`src/sccr_pkg.sv`:
```
// Constants, register map and types of the system configuration and clock register block
// What this block does
// - Remap 00 fetches vectors from boot ROM
// - Remap 01 fetches vectors from static RAM
// - Remap 10/11 means flash; resets to flash
// - Peripheral reset bits active low
// - Bit0 SPI, bit1 I2C, both reset held
// - Feedback divider M equals field plus one
// - Post divider P encoded 1,2,4,8; ratio 2P
// - PLL status read-only lock bit, resets 0
// - Bypass bit feeds PLL from crystal pins
// - Range bit selects 1-20 or 15-25 MHz
// - Slow divider ratio is 2 times (field+1)
// - Four-bit analog code selects slow frequency
package sccr_pkg;

    // Address width of the register port
    localparam int SCCR_AW = 32;

    // Register byte addresses
    localparam logic [31:0] SCCR_ADDR_REMAP = 32'h40048000;
    localparam logic [31:0] SCCR_ADDR_PRST = 32'h40048004;
    localparam logic [31:0] SCCR_ADDR_PLLCTL = 32'h40048008;
    localparam logic [31:0] SCCR_ADDR_PLLSTAT = 32'h4004800C;
    localparam logic [31:0] SCCR_ADDR_OSCCTL = 32'h40048020;
    localparam logic [31:0] SCCR_ADDR_SLOWCTL = 32'h40048024;

    // Field positions and widths
    localparam int SCCR_REMAP_W = 2;
    localparam int SCCR_PRST_SPI_BIT = 0;
    localparam int SCCR_PRST_I2C_BIT = 1;
    localparam int SCCR_FB_LSB = 0;
    localparam int SCCR_FB_W = 5;
    localparam int SCCR_POST_LSB = 5;
    localparam int SCCR_POST_W = 2;
    localparam int SCCR_LOCK_BIT = 0;
    localparam int SCCR_BYPASS_BIT = 0;
    localparam int SCCR_RANGE_BIT = 1;
    localparam int SCCR_SDIV_LSB = 0;
    localparam int SCCR_SDIV_W = 5;
    localparam int SCCR_SFREQ_LSB = 5;
    localparam int SCCR_SFREQ_W = 4;

    // Reset values
    localparam logic [1:0] SCCR_REMAP_RST = 2'h2;
    localparam logic [1:0] SCCR_PRST_RST = 2'h0;
    localparam logic [4:0] SCCR_FB_RST = 5'h00;
    localparam logic [1:0] SCCR_POST_RST = 2'h0;
    localparam logic SCCR_BYPASS_RST = 1'h0;
    localparam logic SCCR_RANGE_RST = 1'h0;
    localparam logic [4:0] SCCR_SDIV_RST = 5'h00;
    localparam logic [3:0] SCCR_SFREQ_RST = 4'h0;

    // Remap field encodings
    localparam logic [1:0] SCCR_MAP_BOOT = 2'h0;
    localparam logic [1:0] SCCR_MAP_RAM = 2'h1;

    // Lock input synchroniser depth
    localparam int SCCR_SYNC_STAGES = 2;

    // Vector source, one-hot
    typedef enum logic [2:0] {
        SCCR_VEC_BOOT = 3'h1,
        SCCR_VEC_RAM = 3'h2,
        SCCR_VEC_FLASH = 3'h4
    } sccr_vec_e;

endpackage : sccr_pkg

```
`src/sccr_regs.sv`:
```
// System configuration and clock control register block
`timescale 1ns/10ps
`default_nettype none
module sccr_regs
    import sccr_pkg::*;
(
    // Clock and reset
    input wire logic sys_clk_i,
    input wire logic rst_i,
    // Register port
    input wire logic [SCCR_AW-1:0] addr_i,
    input wire logic [31:0] wdata_i,
    input wire logic wr_i,
    input wire logic rd_i,
    output logic [31:0] rdata_o,
    // Vector source selection, one-hot
    output logic vec_boot_o,
    output logic vec_ram_o,
    output logic vec_flash_o,
    // Peripheral reset releases, low holds in reset
    output logic spi_reset_release_o,
    output logic i2c_reset_release_o,
    // PLL settings
    output logic [4:0] feedback_divider_value_o,
    output logic [5:0] fb_ratio_o,
    output logic [1:0] post_sel_o,
    output logic [4:0] post_ratio_o,
    input wire logic pll_lock_i,
    // System oscillator settings
    output logic osc_bypass_o,
    output logic oscillator_range_select_o,
    // Slow oscillator settings
    output logic [4:0] slow_osc_divider_o,
    output logic [6:0] slow_div_ratio_o,
    output logic [3:0] slow_osc_analog_freq_code_o
);

    // Post divider ratio 2P from the field
    function automatic logic [4:0] post_ratio(input logic [1:0] sel);
        logic [4:0] r;
        r = 5'h02 << sel;
        return r;
    endfunction

    // Address match
    function automatic logic hit(input logic [31:0] a, input logic [31:0] b);
        return a == b;
    endfunction

    typedef struct packed {
        logic [1:0] remap;
        logic spi_rel;
        logic i2c_rel;
        logic [4:0] fb;
        logic [1:0] post;
        logic bypass;
        logic range;
        logic [4:0] sdiv;
        logic [3:0] sfreq;
        sccr_vec_e vec;
        logic [5:0] fb_ratio;
        logic [4:0] post_ratio;
        logic [6:0] sdiv_ratio;
        logic [31:0] rdata;
    } sccr_regs_s;

    sccr_regs_s state_reg;
    sccr_regs_s state_next;
    logic lock_sync;

    // Lock arrives from the analog PLL domain
    sccr_sync u_lock_sync (
        .sys_clk_i(sys_clk_i),
        .rst_i(rst_i),
        .async_i(pll_lock_i),
        .sync_o(lock_sync)
    );

    // Next-state logic
    always_comb begin
        state_next = state_reg;
        state_next.rdata = 32'h00000000;
        if (wr_i) begin
            if (hit(addr_i, SCCR_ADDR_REMAP)) begin
                state_next.remap = wdata_i[SCCR_REMAP_W-1:0];
            end
            if (hit(addr_i, SCCR_ADDR_PRST)) begin
                state_next.spi_rel = wdata_i[SCCR_PRST_SPI_BIT];
                state_next.i2c_rel = wdata_i[SCCR_PRST_I2C_BIT];
            end
            if (hit(addr_i, SCCR_ADDR_PLLCTL)) begin
                state_next.fb = wdata_i[SCCR_FB_LSB +: SCCR_FB_W];
                state_next.post = wdata_i[SCCR_POST_LSB +: SCCR_POST_W];
            end
            if (hit(addr_i, SCCR_ADDR_OSCCTL)) begin
                state_next.bypass = wdata_i[SCCR_BYPASS_BIT];
                state_next.range = wdata_i[SCCR_RANGE_BIT];
            end
            if (hit(addr_i, SCCR_ADDR_SLOWCTL)) begin
                state_next.sdiv = wdata_i[SCCR_SDIV_LSB +: SCCR_SDIV_W];
                state_next.sfreq = wdata_i[SCCR_SFREQ_LSB +: SCCR_SFREQ_W];
            end
        end
        if (rd_i) begin
            if (hit(addr_i, SCCR_ADDR_REMAP)) begin
                state_next.rdata[SCCR_REMAP_W-1:0] = state_reg.remap;
            end else if (hit(addr_i, SCCR_ADDR_PRST)) begin
                state_next.rdata[SCCR_PRST_SPI_BIT] = state_reg.spi_rel;
                state_next.rdata[SCCR_PRST_I2C_BIT] = state_reg.i2c_rel;
            end else if (hit(addr_i, SCCR_ADDR_PLLCTL)) begin
                state_next.rdata[SCCR_FB_LSB +: SCCR_FB_W] = state_reg.fb;
                state_next.rdata[SCCR_POST_LSB +: SCCR_POST_W] = state_reg.post;
            end else if (hit(addr_i, SCCR_ADDR_PLLSTAT)) begin
                state_next.rdata[SCCR_LOCK_BIT] = lock_sync;
            end else if (hit(addr_i, SCCR_ADDR_OSCCTL)) begin
                state_next.rdata[SCCR_BYPASS_BIT] = state_reg.bypass;
                state_next.rdata[SCCR_RANGE_BIT] = state_reg.range;
            end else if (hit(addr_i, SCCR_ADDR_SLOWCTL)) begin
                state_next.rdata[SCCR_SDIV_LSB +: SCCR_SDIV_W] = state_reg.sdiv;
                state_next.rdata[SCCR_SFREQ_LSB +: SCCR_SFREQ_W] = state_reg.sfreq;
            end
        end
        case (state_next.remap)
            SCCR_MAP_BOOT: state_next.vec = SCCR_VEC_BOOT;
            SCCR_MAP_RAM: state_next.vec = SCCR_VEC_RAM;
            default: state_next.vec = SCCR_VEC_FLASH;
        endcase
        state_next.fb_ratio = {1'b0, state_next.fb} + 6'h01;
        state_next.post_ratio = post_ratio(state_next.post);
        state_next.sdiv_ratio = 7'({state_next.sdiv, 1'b0}) + 7'h02;
    end

    // State register
    always_ff @(posedge sys_clk_i) begin
        if (rst_i) begin
            state_reg.remap <= SCCR_REMAP_RST;
            state_reg.spi_rel <= SCCR_PRST_RST[SCCR_PRST_SPI_BIT];
            state_reg.i2c_rel <= SCCR_PRST_RST[SCCR_PRST_I2C_BIT];
            state_reg.fb <= SCCR_FB_RST;
            state_reg.post <= SCCR_POST_RST;
            state_reg.bypass <= SCCR_BYPASS_RST;
            state_reg.range <= SCCR_RANGE_RST;
            state_reg.sdiv <= SCCR_SDIV_RST;
            state_reg.sfreq <= SCCR_SFREQ_RST;
            state_reg.vec <= SCCR_VEC_FLASH;
            state_reg.fb_ratio <= 6'h01;
            state_reg.post_ratio <= 5'h02;
            state_reg.sdiv_ratio <= 7'h02;
            state_reg.rdata <= 32'h00000000;
        end else begin
            state_reg <= state_next;
        end
    end

    // Outputs straight from flops
    assign rdata_o = state_reg.rdata;
    assign vec_boot_o = state_reg.vec[0];
    assign vec_ram_o = state_reg.vec[1];
    assign vec_flash_o = state_reg.vec[2];
    assign spi_reset_release_o = state_reg.spi_rel;
    assign i2c_reset_release_o = state_reg.i2c_rel;
    assign feedback_divider_value_o = state_reg.fb;
    assign fb_ratio_o = state_reg.fb_ratio;
    assign post_sel_o = state_reg.post;
    assign post_ratio_o = state_reg.post_ratio;
    assign osc_bypass_o = state_reg.bypass;
    assign oscillator_range_select_o = state_reg.range;
    assign slow_osc_divider_o = state_reg.sdiv;
    assign slow_div_ratio_o = state_reg.sdiv_ratio;
    assign slow_osc_analog_freq_code_o = state_reg.sfreq;

    // Assertions

    a_remap_boot: assert property (@(posedge sys_clk_i) disable iff (rst_i)
        (state_reg.remap == 2'h0) |-> vec_boot_o)
        else $error("boot remap not selected");

    a_remap_ram: assert property (@(posedge sys_clk_i) disable iff (rst_i)
        (state_reg.remap == 2'h1) |-> (vec_ram_o && !vec_boot_o))
        else $error("ram remap not selected");

    a_remap_flash: assert property (@(posedge sys_clk_i) disable iff (rst_i)
        state_reg.remap[1] |-> (vec_flash_o && !vec_ram_o))
        else $error("flash remap not selected");

    a_vec_onehot: assert property (@(posedge sys_clk_i) disable iff (rst_i)
        $onehot({vec_boot_o, vec_ram_o, vec_flash_o}))
        else $error("vector source not one-hot");

    a_remap_wr_boot: assert property (@(posedge sys_clk_i) disable iff (rst_i)
        (wr_i && addr_i == SCCR_ADDR_REMAP && wdata_i[1:0] == 2'h0) |=> vec_boot_o)
        else $error("boot code write not applied");

    a_remap_wr_ram: assert property (@(posedge sys_clk_i) disable iff (rst_i)
        (wr_i && addr_i == SCCR_ADDR_REMAP && wdata_i[1:0] == 2'h1) |=> vec_ram_o)
        else $error("ram code write not applied");

    a_remap_wr_flash: assert property (@(posedge sys_clk_i) disable iff (rst_i)
        (wr_i && addr_i == SCCR_ADDR_REMAP && wdata_i[1]) |=> vec_flash_o)
        else $error("flash code write not applied");

    a_remap_read: assert property (@(posedge sys_clk_i) disable iff (rst_i)
        (rd_i && addr_i == SCCR_ADDR_REMAP) |=> (rdata_o[1:0] == $past(state_reg.remap)))
        else $error("remap readback wrong");

    a_reset_hold: assert property (@(posedge sys_clk_i)
        rst_i |=> (!spi_reset_release_o && !i2c_reset_release_o && vec_flash_o))
        else $error("reset values wrong");

    a_prst_write: assert property (@(posedge sys_clk_i) disable iff (rst_i)
        (wr_i && addr_i == SCCR_ADDR_PRST) |=> (spi_reset_release_o == $past(wdata_i[0])
        && i2c_reset_release_o == $past(wdata_i[1])))
        else $error("peripheral reset write lost");

    a_prst_hold: assert property (@(posedge sys_clk_i) disable iff (rst_i)
        (!(wr_i && addr_i == SCCR_ADDR_PRST)) |=>
        ($stable(spi_reset_release_o) && $stable(i2c_reset_release_o)))
        else $error("peripheral reset changed without write");

    a_prst_read: assert property (@(posedge sys_clk_i) disable iff (rst_i)
        (rd_i && addr_i == SCCR_ADDR_PRST) |=> (rdata_o == {30'h0,
        $past(i2c_reset_release_o), $past(spi_reset_release_o)}))
        else $error("peripheral reset readback wrong");

    a_fb_ratio: assert property (@(posedge sys_clk_i) disable iff (rst_i)
        ##1 (fb_ratio_o == {1'b0, feedback_divider_value_o} + 6'h01))
        else $error("feedback ratio wrong");

    a_fb_min: assert property (@(posedge sys_clk_i) disable iff (rst_i)
        (feedback_divider_value_o == 5'h00) |-> (fb_ratio_o == 6'h01))
        else $error("feedback ratio one wrong");

    a_fb_max: assert property (@(posedge sys_clk_i) disable iff (rst_i)
        (feedback_divider_value_o == 5'h1F) |-> (fb_ratio_o == 6'h20))
        else $error("feedback ratio 32 wrong");

    a_pll_write: assert property (@(posedge sys_clk_i) disable iff (rst_i)
        (wr_i && addr_i == SCCR_ADDR_PLLCTL) |=> (post_sel_o == $past(wdata_i[6:5])
        && feedback_divider_value_o == $past(wdata_i[4:0])))
        else $error("pll control write lost");

    a_post_one: assert property (@(posedge sys_clk_i) disable iff (rst_i)
        (post_sel_o == 2'h0) |-> (post_ratio_o == 5'h02))
        else $error("post ratio two wrong");

    a_post_two: assert property (@(posedge sys_clk_i) disable iff (rst_i)
        (post_sel_o == 2'h1) |-> (post_ratio_o == 5'h04))
        else $error("post ratio four wrong");

    a_post_four: assert property (@(posedge sys_clk_i) disable iff (rst_i)
        (post_sel_o == 2'h2) |-> (post_ratio_o == 5'h08))
        else $error("post ratio eight wrong");

    a_post_ratio: assert property (@(posedge sys_clk_i) disable iff (rst_i)
        (post_sel_o == 2'h3) |-> (post_ratio_o == 5'h10))
        else $error("post ratio wrong");

    a_reset_pll: assert property (@(posedge sys_clk_i)
        rst_i |=> (fb_ratio_o == 6'h01 && post_ratio_o == 5'h02 && post_sel_o == 2'h0))
        else $error("pll reset values wrong");

    a_pll_rsvd: assert property (@(posedge sys_clk_i) disable iff (rst_i)
        (rd_i && addr_i == SCCR_ADDR_PLLCTL) |=> (rdata_o[31:7] == 25'h0))
        else $error("pll reserved bits not zero");

    a_lock_read: assert property (@(posedge sys_clk_i) disable iff (rst_i)
        (rd_i && addr_i == SCCR_ADDR_PLLSTAT) |=> (rdata_o[31:1] == 31'h0
        && rdata_o[0] == $past(lock_sync)))
        else $error("lock status read wrong");

    a_osc_write: assert property (@(posedge sys_clk_i) disable iff (rst_i)
        (wr_i && addr_i == SCCR_ADDR_OSCCTL) |=> (osc_bypass_o == $past(wdata_i[0])
        && oscillator_range_select_o == $past(wdata_i[1])))
        else $error("oscillator control write lost");

    a_osc_hold: assert property (@(posedge sys_clk_i) disable iff (rst_i)
        (!(wr_i && addr_i == SCCR_ADDR_OSCCTL)) |=>
        ($stable(osc_bypass_o) && $stable(oscillator_range_select_o)))
        else $error("oscillator control changed without write");

    a_range_read: assert property (@(posedge sys_clk_i) disable iff (rst_i)
        (rd_i && addr_i == SCCR_ADDR_OSCCTL) |=> (rdata_o == {30'h0,
        $past(oscillator_range_select_o), $past(osc_bypass_o)}))
        else $error("oscillator readback wrong");

    a_slow_ratio: assert property (@(posedge sys_clk_i) disable iff (rst_i)
        (slow_osc_divider_o == 5'h1F) |-> (slow_div_ratio_o == 7'h40))
        else $error("slow divider ratio wrong");

    a_slow_min: assert property (@(posedge sys_clk_i) disable iff (rst_i)
        (slow_osc_divider_o == 5'h00) |-> (slow_div_ratio_o == 7'h02))
        else $error("slow divider ratio two wrong");

    a_slow_write: assert property (@(posedge sys_clk_i) disable iff (rst_i)
        (wr_i && addr_i == SCCR_ADDR_SLOWCTL) |=>
        (slow_osc_divider_o == $past(wdata_i[4:0])))
        else $error("slow divider write lost");

    a_freq_write: assert property (@(posedge sys_clk_i) disable iff (rst_i)
        (wr_i && addr_i == SCCR_ADDR_SLOWCTL) |=>
        (slow_osc_analog_freq_code_o == $past(wdata_i[8:5])))
        else $error("analog code write lost");

    a_slow_rsvd: assert property (@(posedge sys_clk_i) disable iff (rst_i)
        (rd_i && addr_i == SCCR_ADDR_SLOWCTL) |=> (rdata_o[31:9] == 23'h0))
        else $error("slow reserved bits not zero");

    a_rsvd_zero: assert property (@(posedge sys_clk_i) disable iff (rst_i)
        (rd_i && addr_i == SCCR_ADDR_REMAP) |=> (rdata_o[31:2] == 30'h0))
        else $error("reserved bits not zero");

    a_rdata_idle: assert property (@(posedge sys_clk_i) disable iff (rst_i)
        !rd_i |=> (rdata_o == 32'h0))
        else $error("read data not zero when idle");

endmodule // sccr_regs
`default_nettype wire

```
`src/sccr_sync.sv`:
```
// Two-flop synchroniser for a level arriving from another domain
`timescale 1ns/10ps
`default_nettype none
module sccr_sync
    import sccr_pkg::*;
(
    // Clock and reset
    input wire logic sys_clk_i,
    input wire logic rst_i,
    // Level in and out
    input wire logic async_i,
    output logic sync_o
);

    typedef struct packed {
        logic meta;
        logic stable;
    } sccr_sync_s;

    sccr_sync_s state_reg;
    sccr_sync_s state_next;

    // First stage feeds only the second
    always_comb begin
        state_next.meta = async_i;
        state_next.stable = state_reg.meta;
    end

    // State register
    always_ff @(posedge sys_clk_i) begin
        if (rst_i) begin
            state_reg <= '0;
        end else begin
            state_reg <= state_next;
        end
    end

    assign sync_o = state_reg.stable;

endmodule // sccr_sync
`default_nettype wire

```
`config.mk`:
```
export PLATFORM = sky130hd
export DESIGN_NAME = sccr_regs
export DESIGN_NICKNAME = d
export VERILOG_FILES = /design/src/sccr_pkg.sv /design/src/sccr_regs.sv /design/src/sccr_sync.sv
export SDC_FILE = /design/constraint.sdc
export NUM_CORES = 1
export LEC_CHECK = 0
export BUFFER_PORTS_ARGS = -buffer_cell sky130_fd_sc_hd__buf_2
export CELL_PAD_IN_SITES_DETAIL_PLACEMENT = 1
export CELL_PAD_IN_SITES_GLOBAL_PLACEMENT = 1
export CORE_MARGIN = 1.5
export CORE_UTILIZATION = 33
export DETAILED_ROUTE_END_ITERATION = 6
export HOLD_SLACK_MARGIN = 0.06
export PLACE_DENSITY_LB_ADDON = 0.1
export SYNTH_ARGS = -nofsm -noshare
export SYNTH_HDL_FRONTEND = slang
export SYNTH_SLANG_ARGS = --single-unit
```
`constraint.sdc`:
```
create_clock -name sys_clk_i -period 3.6 [get_ports sys_clk_i]
set_clock_uncertainty 0.1 [all_clocks]
set_input_delay 0.72 -clock sys_clk_i [delete_from_list [all_inputs] [get_ports sys_clk_i]]
set_output_delay 0.72 -clock sys_clk_i [all_outputs]
set_load 0.02 [all_outputs]
```
==> results.md <==
Status:
- The run finished with clean final reports.

Clock network:
- In this run the number of H-tree levels came out at 2.
- Clock tree synthesis inserted a total of 5 buffers.
- The sink count of the clock tree is 52.
- In this run the deepest clock path goes through 2 buffers.
- For the worst-skew pair, the clock arrives at the later sink with an insertion delay of 310 ps.
- The hold buffer count at cts is 0.
- Once the clock tree was built, the setup fixing pass inserted 0 buffers.
- Post-CTS repair changed the size of 0 cells.
- Clock-pin slew was measured on the worst setup and hold paths at 100 ps.
- CTS placed an instance of clkbuf_8 at the clock tree root.
- The CTS tree is yes.

Synth:
- After technology mapping, the gate count stands at 321.
- In this run, synthesis produced a sequential element count of 52.
- By area, the combinational part of the netlist is dominated by simple AND/OR/NAND/NOR gates.
- Summing the areas of all fa, ha and maj instances in the mapped netlist gives 0.422% of the synthesized area.
- By area the synthesized netlist is led by dfxtp_1, buf_4, mux2i_1, nor2_1, nand2_1.
- The simple-gate share of the synthesized area is 25.3%.
- The fraction of post-synthesis cell area in the top cell type by area is 35.1%.
- After synthesis, the share of flip-flops with an asynchronous set or reset is 0%.
- The Yosys step of the flow raised 0 warnings.
- The leading area contributor after synthesis is dfxtp_1.
- The average instance area after synthesis is about 9.2 µm².
- In the synthesized netlist the dominant register cell turns out to be dfxtp_1.
- The proportion of synthesized chip area in sequential cells is between 30% and 40%.
- The cell area after technology mapping is approximately 3000 µm².
- The unique cell type count in the Yosys netlist is 53.
- The post-synthesis share of cell area spent on xor and xnor gates is under 10%.
- The share of the synthesized area in compound gates (AO/OA/AOI/OAI) is 8.28%.
- After synthesis, the share of cell area in mux cells is 7.60%.
- The number of synthesized flops with an enable pin is 0.

Detailed routing:
- For this block, the initial DRC count from the detailed router was 28.
- In this run the remaining antenna-violating nets after routing total 0.
- The first detailed-routing pass took 4 iterations.
- Detailed routing inserted a total of 2245 vias.
- The total wire length is 6.87 mm.
- After detailed routing, the number of vias per cell comes to 4.67.
- The routed length per instance is ~14 µm.
- The residual DRC count is 0.

Finish:
- Counting the fill cells in the layout gives 1031.
- Relative to the synthesized area, the layout overhead comes to 10.3%.
- The flip-flop count of the largest register after layout is 9.
- Cells with a size suffix above 1 make up 37.8% of the layout.
- The number of antenna diodes in the final layout is 0.
- The finished cells cover 3270 µm².
- In the final design database the tool counted between 400 and 500 nets.

Power and ir drop:
- The power density of the placed cells is about 350 nW/µm².
- The completed layout was analyzed and its total power is 1.16 mW.
- For this design the static power due to leakage is ~1.5 nW.
- The worst-case IR drop observed on VDD is approximately 130 µV.

Timing:
- The total count of hold-check failures in the final report came to 0.
- The worst path needs between 3000 and 4000 ps of the cycle, external delays included.
- For this run, the top clock speed supported by timing is 309 MHz.
- The number of slew-limit violations in the final report is 0.
- The final-layout setup total negative slack is 0 ps.
- Setup violations remaining at the end of the flow were counted as 0.
- The worst pin sits at a relative slew slack of 54.2%.
- Of the available clock period, the critical path in the final layout requires 89.8%.
- The worst-margin pin slew is 686 ps.
- Setup repair after global routing left no endpoint under its margin.

Worst setup path:
- The critical-path cell with the highest stage delay is or4b_2.
- The delay of the slowest cell on the worst path is between 600 and 700 ps.
- The endpoint identified for the worst register-to-register timing path is slow_div_ratio_o[3].
- The worst setup path is launched from an input pin.
- At the worst endpoint, the arrival time is 3360 ps.
- Of all nets on the critical path, the largest fanout is 5.
- At the worst endpoint, the required time is about 3700 ps.
- The worst-case register-to-register setup slack is 1780 ps.
- The setup path with the least slack is of type in2reg.
- The startpoint of the most critical register-to-register path is slow_osc_divider_o[0].
- The path depth of the worst reg2reg path is 5.
- The signal on the critical path passes through buf_2 -> or4_4 -> nor3_1 -> nor4b_4 -> mux2i_1 -> inv_1 -> ha_1 -> or4b_2 -> o211ai_1.
- STA classifies the critical path endpoint as a flop.

Place:
- The count of buffers inserted at the top-level ports is 93.
- Routability-driven placement finished with a final weighted congestion of 0.765.
- The estimated wirelength of the detail-placed design is 5.19 mm.
- The total cell area at the placement stage is 3130 µm².

Min path:
- The class of the tightest hold or removal check is reg2reg.
- The origin of the worst min-delay path is u_lock_sync.state_next[0].
- The hold path depth is 1.
- The path with the worst hold slack has its endpoint at u_lock_sync.sync_o.

GRT:
- Global routing finished with a remaining overflow of 0.
- Global routing used 14.8% of the available tracks across all layers.
- The initial antenna violation count is 0.
- The maximum number of pins on one net before global-route repair is 41.
- The first global-routing pass estimated 11.5 mm of wire.
- The via count of the first global-routing pass is 2274.

Floorplanning:
- The standard-cell row count is 34.
- The area of the core is 8720 µm².
- The top-level I/O count is 142.
- The floorplan step set the die width to 97.8 µm.
- The die covers 9560 µm².
- Once the floorplan was initialized, standard cells occupied 34.0% of the core.
- The y dimension of the die is ~100 µm.

Run:
- The count of maximum capacitance violations is 0.
==> worst max-delay path by stage <==
stage,startpoint,endpoint
after floorplan,addr_i[27],slow_div_ratio_o[3]
after global placement,addr_i[7],slow_div_ratio_o[3]
after detailed placement,addr_i[7],slow_div_ratio_o[3]
after CTS,addr_i[7],slow_div_ratio_o[3]
after global routing,addr_i[7],slow_div_ratio_o[3]
final,addr_i[7],slow_div_ratio_o[3]
==> placed cells by master, fill, tap and decap left out, drive strengths merged, types with 2 or more instances in the layout <==
cell     n
o311ai   2
a22oi    5
nor3     6
nand3    6
or4      3
nand2   31
inv      6
bufinv   2
buf     99
or4b     2
conb    25
mux2i   18
nor4     6
nor2b    5
nor3b    4
xor2     3
nor2    27
or2      2
and3     4
or3      4
a211oi   5
nand4    4
nand3b   5
nor4b    4
mux2     4
and2     3
clkbuf   5
a21oi   13
dfxtp   52
xnor2    8
==> routing by layer <==
metal  share of wire (%)  global-route usage (%)
met3                 4.4                    2.86
met1                  45                    19.2
met2                  49                    25.2
met4                 1.0                    3.74
met5                   0                       0
==> Yosys cell counts, types with 6 or more instances <==
cell type and count:
clkbuf_1 8, xnor2_1 8, mux2i_1 18, buf_4 66
a21oi_1 6, nand2_2 7, nand2_1 24, nor2_1 27
a21oi_2 7, nor3_1 6, dfxtp_1 52
==> power by group <==
group | internal, mW | switching, mW
Combinational | 0.0316 | 0.0687
Clock | 0.280 | 0.203
Sequential | 0.576 | 0.000169
Total | 0.887 | 0.272
==> metrics by stage <==
| step | cells | hold slack, ps | worst slack, ps | utilization, % |
|---|---|---|---|---|
| final | 481 | 349 | 366 | 37.5 |
| after global routing | 481 | 379 | 146 | 37.5 |
| after CTS | 481 | 352 | 344 | 37.5 |
| after detailed placement | 473 | 326 | 68.4 | 35.9 |
| after global placement | 473 | 319 | 107 | 35.9 |
| after floorplan | 345 | 314 | 279 | - |
==> worst max-delay path, delay by kind of cell <==
kind	cells	cell delay (ps)
simple gates	4	1820
fa+ha+maj	1	220
buf+inv	2	170
mux	1	330
compound gates	1	100
==> kinds of logic after synthesis <==
| group | after synthesis |
|---|---|
| and+or+nand+nor | 119 |
| xor gates and xnor gates | 11 |
| other | 1 |
| adders and majority gates | 1 |
| DFF | 52 |
| buffers and inverters | 84 |
| muxes | 22 |
| AOI/OAI and AO/OA | 31 |
==> layout make-up <==
type | instances | area, µm² | share of cell area, %
Timing Repair Buffer | 99 | 510 | 15.6
Inverter | 5 | 18.8 | 0.574
Clock buffer | 5 | 68.8 | 2.11
Sequential cell | 52 | 1040 | 31.9
Tap cell | 108 | 135 | 4.14
Clock inverter | 3 | 68.8 | 2.11
Multi-Input combinational cell | 209 | 1420 | 43.6
Power figures use the tool's default switching activity.
